==> src/mmf_pkg.sv <==
// Constants of the memory model feature identification bank.
// Assumes one core clock; every value here is fixed at build time.
package mmf_pkg;

  // Coprocessor read fields that select this bank
  localparam logic [2:0] OPC1_ID  = 3'h0;
  localparam logic [3:0] CRN_ID   = 4'h0;
  localparam logic [3:0] CRM_FEAT = 4'h1;
  localparam logic [2:0] OPC2_AUX = 3'h3;
  localparam logic [2:0] OPC2_MM0 = 3'h4;
  localparam logic [2:0] OPC2_MM1 = 3'h5;

  // Low bit of each 4-bit field, from the top nibble down
  localparam logic [4:0] NIB7_LSB = 5'h1c;
  localparam logic [4:0] NIB6_LSB = 5'h18;
  localparam logic [4:0] NIB5_LSB = 5'h14;
  localparam logic [4:0] NIB4_LSB = 5'h10;
  localparam logic [4:0] NIB3_LSB = 5'h0c;
  localparam logic [4:0] NIB2_LSB = 5'h08;
  localparam logic [4:0] NIB1_LSB = 5'h04;
  localparam logic [4:0] NIB0_LSB = 5'h00;

  // First memory model word fields
  localparam logic [3:0] MM0_RSVD   = 4'h0;
  localparam logic [3:0] MM0_CTX    = 4'h1;
  localparam logic [3:0] MM0_AUXCTL = 4'h1;
  localparam logic [3:0] MM0_COUPLED = 4'h0;
  localparam logic [3:0] MM0_OSH    = 4'h0;
  localparam logic [3:0] MM0_COH    = 4'h0;
  localparam logic [3:0] MM0_PHYS   = 4'h0;
  localparam logic [3:0] MM0_VIRT   = 4'h3;

  // Second memory model word fields
  localparam logic [3:0] MM1_BRANCH = 4'h2;
  localparam logic [3:0] MM1_TSTCLN = 4'h0;
  localparam logic [3:0] MM1_UNIALL = 4'h0;
  localparam logic [3:0] MM1_SPLALL = 4'h0;
  localparam logic [3:0] MM1_UNISW  = 4'h0;
  localparam logic [3:0] MM1_SPLSW  = 4'h0;
  localparam logic [3:0] MM1_UNIVA  = 4'h0;
  localparam logic [3:0] MM1_SPLVA  = 4'h0;

  // Whole words
  localparam logic [31:0] AUX_WORD = 32'h0000_0000;
  localparam logic [31:0] MM0_WORD = {MM0_RSVD, MM0_CTX,
    MM0_AUXCTL, MM0_COUPLED, MM0_OSH, MM0_COH, MM0_PHYS, MM0_VIRT};
  localparam logic [31:0] MM1_WORD = {MM1_BRANCH, MM1_TSTCLN,
    MM1_UNIALL, MM1_SPLALL, MM1_UNISW, MM1_SPLSW, MM1_UNIVA,
    MM1_SPLVA};

  // Values after reset
  localparam logic [31:0] RESP_DATA_RST = 32'h0000_0000;
  localparam logic [3:0]  RESP_RD_RST   = 4'h0;

endpackage

==> src/mmf_cp_decode.sv <==
// Decoder of coprocessor register fields for the feature bank.
// Assumes its inputs are stable in the cycle of a request.
`timescale 1ns/1ps
`default_nettype none

module mmf_cp_decode (
  input  wire logic [2:0] opc1,
  input  wire logic [3:0] crn,
  input  wire logic [3:0] crm,
  input  wire logic [2:0] opc2,
  output logic            selAux,
  output logic            selMm0,
  output logic            selMm1,
  output logic            bankHit
);

  logic grpHit;

  // Primary, secondary register and first opcode name the group
  assign grpHit = (opc1 == mmf_pkg::OPC1_ID) &&
                  (crn == mmf_pkg::CRN_ID) &&
                  (crm == mmf_pkg::CRM_FEAT);

  // Second opcode picks one word inside the group
  always_comb begin
    selAux = 1'b0;
    selMm0 = 1'b0;
    selMm1 = 1'b0;
    if (!grpHit) begin
      selAux = 1'b0;
    end else if (opc2 == mmf_pkg::OPC2_AUX) begin
      selAux = 1'b1;
    end else if (opc2 == mmf_pkg::OPC2_MM0) begin
      selMm0 = 1'b1;
    end else if (opc2 == mmf_pkg::OPC2_MM1) begin
      selMm1 = 1'b1;
    end
  end

  // Any other second opcode belongs to a neighbouring block
  assign bankHit = selAux | selMm0 | selMm1;

endmodule

`default_nettype wire

==> src/mmf_feature_regs.sv <==
// Feature identification bank answering coprocessor reads.
// Assumes request fields come from core logic on clk, no sync.
`timescale 1ns/1ps
`default_nettype none

// What this block does
// - Auxiliary feature word always reads zero
// - One copy, same value in both states
// - Only privileged reads return data
// - Writes and user accesses give undefined
// - Second opcode 3 selects auxiliary word
// - Second opcode 4 selects first model word
// - Second opcode 5 selects second model word
// - First word: top zero, context remap one
// - First word: auxiliary control field one
// - First word: no tightly coupled memory
// - First word: no outer shareable attribute
// - First word: no hardware cache coherency
// - First word: physical memory arch absent
// - First word: virtual memory arch three
// - Second word: branch buffer field two
// - Second word: no test and clean
// - Second word: no unified whole-cache ops
// - Second word: split whole-cache field zero
// - Second word: no unified set/way ops
// - Second word: split set/way field zero
// - Second word: no unified address ops
// - Second word: split address field zero
module mmf_feature_regs (
  input  wire logic        clk,
  input  wire logic        rstn,
  input  wire logic        cpReq,
  input  wire logic        cpWrite,
  input  wire logic        cpPriv,
  input  wire logic        cpSecure,
  input  wire logic [2:0]  cpOpc1,
  input  wire logic [3:0]  cpCrn,
  input  wire logic [3:0]  cpCrm,
  input  wire logic [2:0]  cpOpc2,
  input  wire logic [3:0]  cpRd,
  output logic             respValid_ff,
  output logic             respUndef_ff,
  output logic [31:0]      respData_ff,
  output logic [3:0]       respRd_ff
);

  logic        rstSync1_ff;
  logic        rstSync2_ff;
  logic        rstnSync;
  logic        selAux;
  logic        selMm0;
  logic        selMm1;
  logic        bankHit;
  logic        reqHit;
  logic        readOk;
  logic        trapReq;
  logic        permAux;
  logic        permMm0;
  logic        permMm1;
  logic [31:0] nxt_respData;
  logic [3:0]  nxt_respRd;

  // Reset release through two flip-flops
  always_ff @(posedge clk or negedge rstn) begin
    if (!rstn) begin
      rstSync1_ff <= 1'b0;
      rstSync2_ff <= 1'b0;
    end else begin
      rstSync1_ff <= 1'b1;
      rstSync2_ff <= rstSync1_ff;
    end
  end

  assign rstnSync = rstSync2_ff;

  // Register field decode
  mmf_cp_decode uDecode (
    .opc1    (cpOpc1),
    .crn     (cpCrn),
    .crm     (cpCrm),
    .opc2    (cpOpc2),
    .selAux  (selAux),
    .selMm0  (selMm0),
    .selMm1  (selMm1),
    .bankHit (bankHit)
  );

  // Access check; security state plays no part
  assign reqHit  = cpReq & bankHit;
  assign readOk  = reqHit & ~cpWrite & cpPriv;
  assign trapReq = reqHit & (cpWrite | ~cpPriv);

  // Per-word permitted reads
  assign permAux = readOk & selAux;
  assign permMm0 = readOk & selMm0;
  assign permMm1 = readOk & selMm1;

  // Word select; a refused access returns zero
  always_comb begin
    nxt_respData = mmf_pkg::RESP_DATA_RST;
    if (!readOk) begin
      nxt_respData = mmf_pkg::RESP_DATA_RST;
    end else if (selAux) begin
      nxt_respData = mmf_pkg::AUX_WORD;
    end else if (selMm0) begin
      nxt_respData = mmf_pkg::MM0_WORD;
    end else if (selMm1) begin
      nxt_respData = mmf_pkg::MM1_WORD;
    end
  end

  // Destination register travels with the answer
  assign nxt_respRd = reqHit ? cpRd : mmf_pkg::RESP_RD_RST;

  // Answer strobe, one cycle per claimed request
  always_ff @(posedge clk or negedge rstnSync) begin
    if (!rstnSync) begin
      respValid_ff <= 1'b0;
    end else begin
      respValid_ff <= reqHit;
    end
  end

  // Undefined instruction strobe
  always_ff @(posedge clk or negedge rstnSync) begin
    if (!rstnSync) begin
      respUndef_ff <= 1'b0;
    end else begin
      respUndef_ff <= trapReq;
    end
  end

  // Read data, shared by both security states
  always_ff @(posedge clk or negedge rstnSync) begin
    if (!rstnSync) begin
      respData_ff <= mmf_pkg::RESP_DATA_RST;
    end else begin
      respData_ff <= nxt_respData;
    end
  end

  // Destination register index
  always_ff @(posedge clk or negedge rstnSync) begin
    if (!rstnSync) begin
      respRd_ff <= mmf_pkg::RESP_RD_RST;
    end else begin
      respRd_ff <= nxt_respRd;
    end
  end
endmodule

`default_nettype wire

==> config.mk <==
export PLATFORM = sky130hd
export DESIGN_NAME = mmf_feature_regs
export DESIGN_NICKNAME = d
export VERILOG_FILES = /design/src/mmf_pkg.sv /design/src/mmf_cp_decode.sv /design/src/mmf_feature_regs.sv
export SDC_FILE = /design/constraint.sdc
export NUM_CORES = 1
export LEC_CHECK = 0
export ABC_AREA = 1
export BUFFER_PORTS_ARGS = -buffer_cell sky130_fd_sc_hd__buf_2
export CORE_MARGIN = 2
export CORE_UTILIZATION = 37
export DETAILED_ROUTE_END_ITERATION = 10
export GPL_TIMING_DRIVEN = 0
export PLACE_DENSITY = 0.8
export SLEW_MARGIN = 0
export SYNTH_ARGS = -nofsm -noshare
export SYNTH_HDL_FRONTEND = slang
export SYNTH_SLANG_ARGS = --single-unit
==> constraint.sdc <==
create_clock -name clk -period 0.93 [get_ports clk]
set_input_delay 0.0465 -clock clk [delete_from_list [all_inputs] [get_ports clk]]
set_output_delay 0.0465 -clock clk [all_outputs]
set_load 0.005 [all_outputs]
==> impl_metrics.json, run 1 <==
{
  "outcome": "complete, but fails checks",
  "violations": "setup timing",
  "finalHoldViolCount": 0,
  "fin_crit_sh_pct": 100,
  "clkTransAtPathRegs_ns": 0.06,
  "drt_wl_total_um": 1100,
  "maxCapViolations": 0,
  "synth_top_family_by_area": "buffers and inverters",
  "crit_path_max_fanout": 4,
  "fin_worst_hold_slack_ns": 0.00732,
  "cp.arrival_ns": 0.89,
  "crit_required_ns": 0.88,
  "max-vdd-ir-drop_v": 0.000343,
  "final.setup.tns_ns": -0.00681,
  "critical_path_class": "reg2out",
  "num_vias": 537,
  "die_w_um": 45.4,
  "r2r.worst_path.cells": 0,
  "drv_slew": 0,
  "grt_use_total_pct": 10.8,
  "synth_compound_area_share_pct": 1.38,
  "seq_area_frac_synth_pct": 39.5,
  "yosys_warnings": 0,
  "yosys.area.top_type_share_pct": 39.5,
  "cp-start-kind": "register",
  "finalClockSkew_ns": 0.00286,
  "hold_path_depth": 3,
  "min_period_ns": 0.933,
  "crit_path_end_kind": "primary output",
  "drcViolationCount": 0,
  "grt_max_degree": 9,
  "setup_ws_ns": -0.00324,
  "netlist_area_sq_um": 633,
  "synth_top_cell_by_area": "dfrtp_1",
  "drive_above_1_share_pct": 49.6,
  "cts_buffer_depth": 2,
  "drt_first_pass_iters": 4,
  "max_freq_ghz": 1.07,
  "hold_class": "in2reg",
  "dieHeight_um": 45.4,
  "overflow": 0,
  "utilization_pct": 62.0,
  "synthAdderAreaFrac_pct": 0,
  "dpl_cell_area_sq_um": 916,
  "die-area_sq_um": 2060,
  "detail-route-antenna-nets": 0,
  "yosysUniqueCellTypes": 13,
  "rsz0062_at_grt": "yes",
  "num_rows": 14,
  "tritoncts": "done",
  "synth-simple-area-share_pct": 17.0,
  "detail_route.wl_per_cell_um": 7.11,
  "synth_area_leaders": "dfrtp_1, buf_4, nor2_1, inv_1, nand2_1",
  "final_cell_area_sq_um": 967,
  "leakagePower_nw": 0.653,
  "antenna_cells": 0,
  "pin_count": 62,
  "grt_pass1_vias": 455,
  "synth-xor-area-share_pct": 0,
  "syn_avg_cell_area_sq_um": 8.33,
  "drtIter0Drc": 5,
  "synthCells": 76,
  "place_congestion": 0.671,
  "synthMuxAreaShare_pct": 0,
  "io_buffers": 33,
  "setup_viol": 3,
  "initial_core_util_pct": 40.6,
  "ys_ff_latch": 10,
  "post-place-ws_ns": 0.153,
  "area_delta_synth_final_pct": 52.8,
  "fin_nets": 165,
  "clk_latency_ns": 0.25,
  "antenna_found_initial": 0,
  "cts.sinks": 10,
  "grt_pass1_wl_um": 1590,
  "vias_per_cell": 3.46,
  "power_density_nw_per_um2": 928,
  "root_buffer": "clkbuf_4",
  "core_area_sq_um": 1560,
  "cts_buffers": 3,
  "cts-htree-levels": 1
}
## flip-flops by register name, summed over array words and instances, names as in the netlist
signal	cells
respValid_ff	1
respUndef_ff	1
rstSync1_ff	1
respRd_ff	4
respData_ff	2
rstSync2_ff	1
## kinds of logic after synthesis
family	Yosys count
buf+inv	39
compound gates	1
simple gates	24
other cells	2
flops	10
## final cells by class
class | count | area (sq um)
Tap cell | 16 | 20.0
Timing Repair Buffer | 34 | 194
Buffer | 30 | 225
Fill cell | 122 | 592
Multi-Input combinational cell | 53 | 221
Clock buffer | 3 | 22.5
Inverter | 9 | 33.8
Sequential cell | 10 | 250
## synth_stat cells (all sizes together)
master and n:
nand2 4, buf 30, or2 1, nand3 2
and2 1, conb 2, inv 9, o21ai 1
dfrtp 10, nand4 1, nor2 15
## stage by stage
stage	power, mW	cells
after floorplan	0.584	102
after global placement	0.633	151
after detailed placement	0.636	151
after CTS	0.902	155
after global routing	0.946	155
final	0.897	155
## cell usage in the layout (no fill, tap or decap), drive strengths merged
master,instances
or2,1
nand3,2
clkbuf,3
dfrtp,10
conb,28
nor2,15
nand4,1
o21ai,1
and2,1
inv,9
dlygate4sd3,1
nand2,4
buf,63
## final timing paths
| path | start | endpoint | slack [ns] |
|---|---|---|---|
| setup reg to reg | rstSync1_ff | rstSync2_ff | 0.47 |
| min in group asynchronous | rstSync2_ff | respRd_ff[0] | 0.11 |
| hold reg to reg | rstSync2_ff | respRd_ff[0] | 0.11 |
| max in group asynchronous | rstSync2_ff | respData_ff[24] | 0.59 |
| setup / recovery | respData_ff[24] | respData_ff[20] | -0.003 |
| hold / removal | cpRd[2] | respRd_ff[2] | 0.007 |
## what timing repair did
item | 4_1_cts | 5_1_grt
setup endpoints to repair | 3 | 3
hold endpoints to repair | 2 | 0
hold buffers | 1 | 0
setup buffers | 0 | 0
gates resized for setup | 3 | 0
gates cloned | 0 | 0
## routing by layer
metal / share of wire [%] / global-route usage, % / up-vias
met1: 34 / 10.1 / 202
met5: 0 / 0 / -
li1: - / - / 292
met2: 51 / 20.0 / 41
met3: 13 / 3.20 / 2
met4: 1.7 / 7.06 / 0
## power by group
group	switching [mW]	total (mW)	internal (mW)
Clock	0.112	0.260	0.147
Sequential	0.00611	0.446	0.440
Combinational	0.0750	0.192	0.117
Total	0.193	0.897	0.704
## worst max-delay path, cell delays in order (launching register included)
cell,delay (ns)
dfrtp_1,0.40
buf_4,0.14
buf_6,0.10
No activity file was read; power rests on OpenSTA's default activity.
==> run 2, diff against run 1 <==
ABC_AREA = unset   (was 1)
CORE_UTILIZATION = 38   (was 37)
PLACE_DENSITY = 0.81   (was 0.8)
==> run 2 against run 1 <==
Effect of this change: the flow still finishes with violations (setup timing); count of clock-buffer cells in the layout grew 1; clock skew grew 0.0038 ns; via count shrank 6.7%; cell count shrank 9.0%; sequential power hardly changed; register-to-register slack worse by 0.02 ns; combinational power grew 4%; sequential share of layout area fell by 1.0 points; non-clock buffer count up 1; wire length grew 2.9%; total power is 13% higher; largest power group unchanged.
==> impl_metrics.json, run 2 <==
{
  "cp-start-kind": "register",
  "cp.arrival_ns": 0.89,
  "crit_slowest_cell": "dfrtp_1",
  "synth_top_cell_by_area": "dfrtp_1",
  "detail-route-antenna-nets": 0,
  "synth_area_leaders": "dfrtp_1, buf_4, nor4b_4, and3_1, nor4_4",
  "leakagePower_nw": 0.660,
  "setup_ws_ns": -0.00455,
  "seq_area_frac_synth_pct": 38.6,
  "antenna_cells": 0,
  "drtIter0Drc": 8,
  "core_area_sq_um": 1560,
  "totalPowerFinal_mw": 1.01,
  "num_rows": 14,
  "regArea_sq_um": 250,
  "cts_buffers": 3,
  "vias_per_cell": 3.55,
  "top_register": "respRd_ff",
  "critical_path_class": "reg2out",
  "area_delta_synth_final_pct": 55.2,
  "violations": "setup timing",
  "place_congestion": 0.647,
  "final_cells": 141,
  "netlist_area_sq_um": 648,
  "post_cts_buffers": 0,
  "worstPathCellList": "buf_4, buf_6",
  "max-vdd-ir-drop_v": 0.000385,
  "ys_top_cells_by_count": "buf_4, dfrtp_1, and3_1",
  "clk_latency_ns": 0.25,
  "outcome": "complete, but fails checks",
  "detail_route.wl_per_cell_um": 8.04,
  "yosys.area.top_type_share_pct": 38.6,
  "fillers": 133,
  "crit_required_ns": 0.88,
  "cts_buffer_depth": 2,
  "cpPeakStageDelay_ns": 0.40,
  "yosys_warnings": 0,
  "hold_class": "in2reg",
  "synth-edff-count": 0,
  "finalClockSkew_ns": 0.00666,
  "initial_core_util_pct": 41.6,
  "pin_count": 62,
  "async_flop_share_pct": 100,
  "synthFlopType": "dfrtp_1",
  "synthCells": 60,
  "reg_top3": "respRd_ff (4), respData_ff (2)",
  "grt_max_degree": 9,
  "die-area_sq_um": 2050,
  "overflow": 0,
  "dieHeight_um": 45.3,
  "min_period_ns": 0.935,
  "multi_input_area_sq_um": 267,
  "ys_ff_latch": 10,
  "grt_use_total_pct": 10.8,
  "grt_pass1_wl_um": 1620,
  "largest_reg_flops": 4,
  "fin_crit_sh_pct": 100,
  "fin_nets": 150,
  "die_w_um": 45.3,
  "antenna_found_initial": 0,
  "crit_path_end_kind": "primary output",
  "yosysUniqueCellTypes": 15,
  "dpl_cell_area_sq_um": 931,
  "power_density_nw_per_um2": 1010,
  "drt_first_pass_iters": 2,
  "drv_slew": 0,
  "maxCapViolations": 0,
  "final_cell_mix": "buf_4, buf_2, conb_1",
  "utilization_pct": 64.5,
  "drcViolationCount": 0,
  "root_buffer": "clkbuf_4",
  "syn_avg_cell_area_sq_um": 10.8,
  "yosys.cell_count.top_type": "buf_4",
  "rsz0062_at_grt": "yes",
  "grt_pass1_vias": 432,
  "clkTransAtPathRegs_ns": 0.06,
  "finalHoldViolCount": 0,
  "tritoncts": "done",
  "num_vias": 501,
  "cts-htree-levels": 1,
  "crit_path_max_fanout": 4,
  "drt_wl_total_um": 1130,
  "setup_viol": 3,
  "final_cell_area_sq_um": 1010,
  "cts.sinks": 10,
  "post-place-cells": 135,
  "io_buffers": 33,
  "max_freq_ghz": 1.07,
  "final.setup.tns_ns": -0.0122,
  "drive_above_1_share_pct": 56.0
}
[run 2: cell types whose count changed after synthesis, moves of 2 or more]
cell | previous run | this run
nor2_1 | 14 | 2
nand2_1 | 4 | 0
and3_1 | 0 | 5
nor4b_4 | 0 | 2
inv_1 | 9 | 1
[run 2: repair_timing]
item	CTS	global route
hold buffers	2	0
setup endpoints to repair	3	3
gates resized for setup	3	0
endpoints found under the hold margin	3	0
[run 2: per-stage QoR]
| stage | setup WS [ns] | hold slack [ns] |
|---|---|---|
| after CTS | -0.0194 | 0.0192 |
| after floorplan | 0.191 | -0.249 |
| after global placement | 0.00205 | -0.169 |
| after global routing | -0.0506 | 0.0118 |
| final | -0.00455 | 0.0228 |
| after detailed placement | -0.0296 | -0.164 |
[run 2: worst paths after layout]
path,endpoint,slack [ns],start,cells after the start
max in group asynchronous,respUndef_ff,0.58,rstSync2_ff,0
max reg2reg,rstSync2_ff,0.45,rstSync1_ff,0
min reg2reg,respValid_ff,0.12,rstSync2_ff,0
min,respData_ff[29],0.02,cpOpc2[0],3
min in group asynchronous,respValid_ff,0.12,rstSync2_ff,0
max,respData_ff[1],-0.005,respData_ff[24],2
[run 2: kinds of logic (layout without fill, tap and decap cells)]
kind of cell	count (synthesis)	count (layout)	synth area share (%)
compound gates	1	1	1.54
buf+inv	31	70	35.3
flops	10	10	38.6
other cells	2	28	1.16
simple gates	16	16	23.4
[run 2: worst max-delay path: cells and delay by family, from the launching register on]
family                 cells  cell delay (ns)
flip-flops                 1             0.40
buffers and inverters      2             0.24
[run 2: final cells by class]
cell class	count	share of cell area [%]
Buffer	30	22.4
Timing Repair Buffer	35	20.3
Tap cell	16	1.99
Inverter	1	0.373
Clock buffer	4	3.61
Multi-Input combinational cell	45	26.5
Sequential cell	10	24.9
[run 2: power breakdown]
| group | leakage (nW) | switching, mW | total [mW] | internal, mW |
|---|---|---|---|---|
| Clock | 0.0210 | 0.132 | 0.369 | 0.237 |
| Sequential | 0.135 | 0.00664 | 0.446 | 0.439 |
| Combinational | 0.504 | 0.0752 | 0.199 | 0.124 |
| Total | 0.660 | 0.214 | 1.01 | 0.800 |
[run 2: per-layer routing]
layer | global-route usage (%) | share of wire, %
met3 | 1.20 | 8.8
met5 | 0 | 0
met4 | 5.29 | 0
met1 | 11.0 | 33
met2 | 21.1 | 58
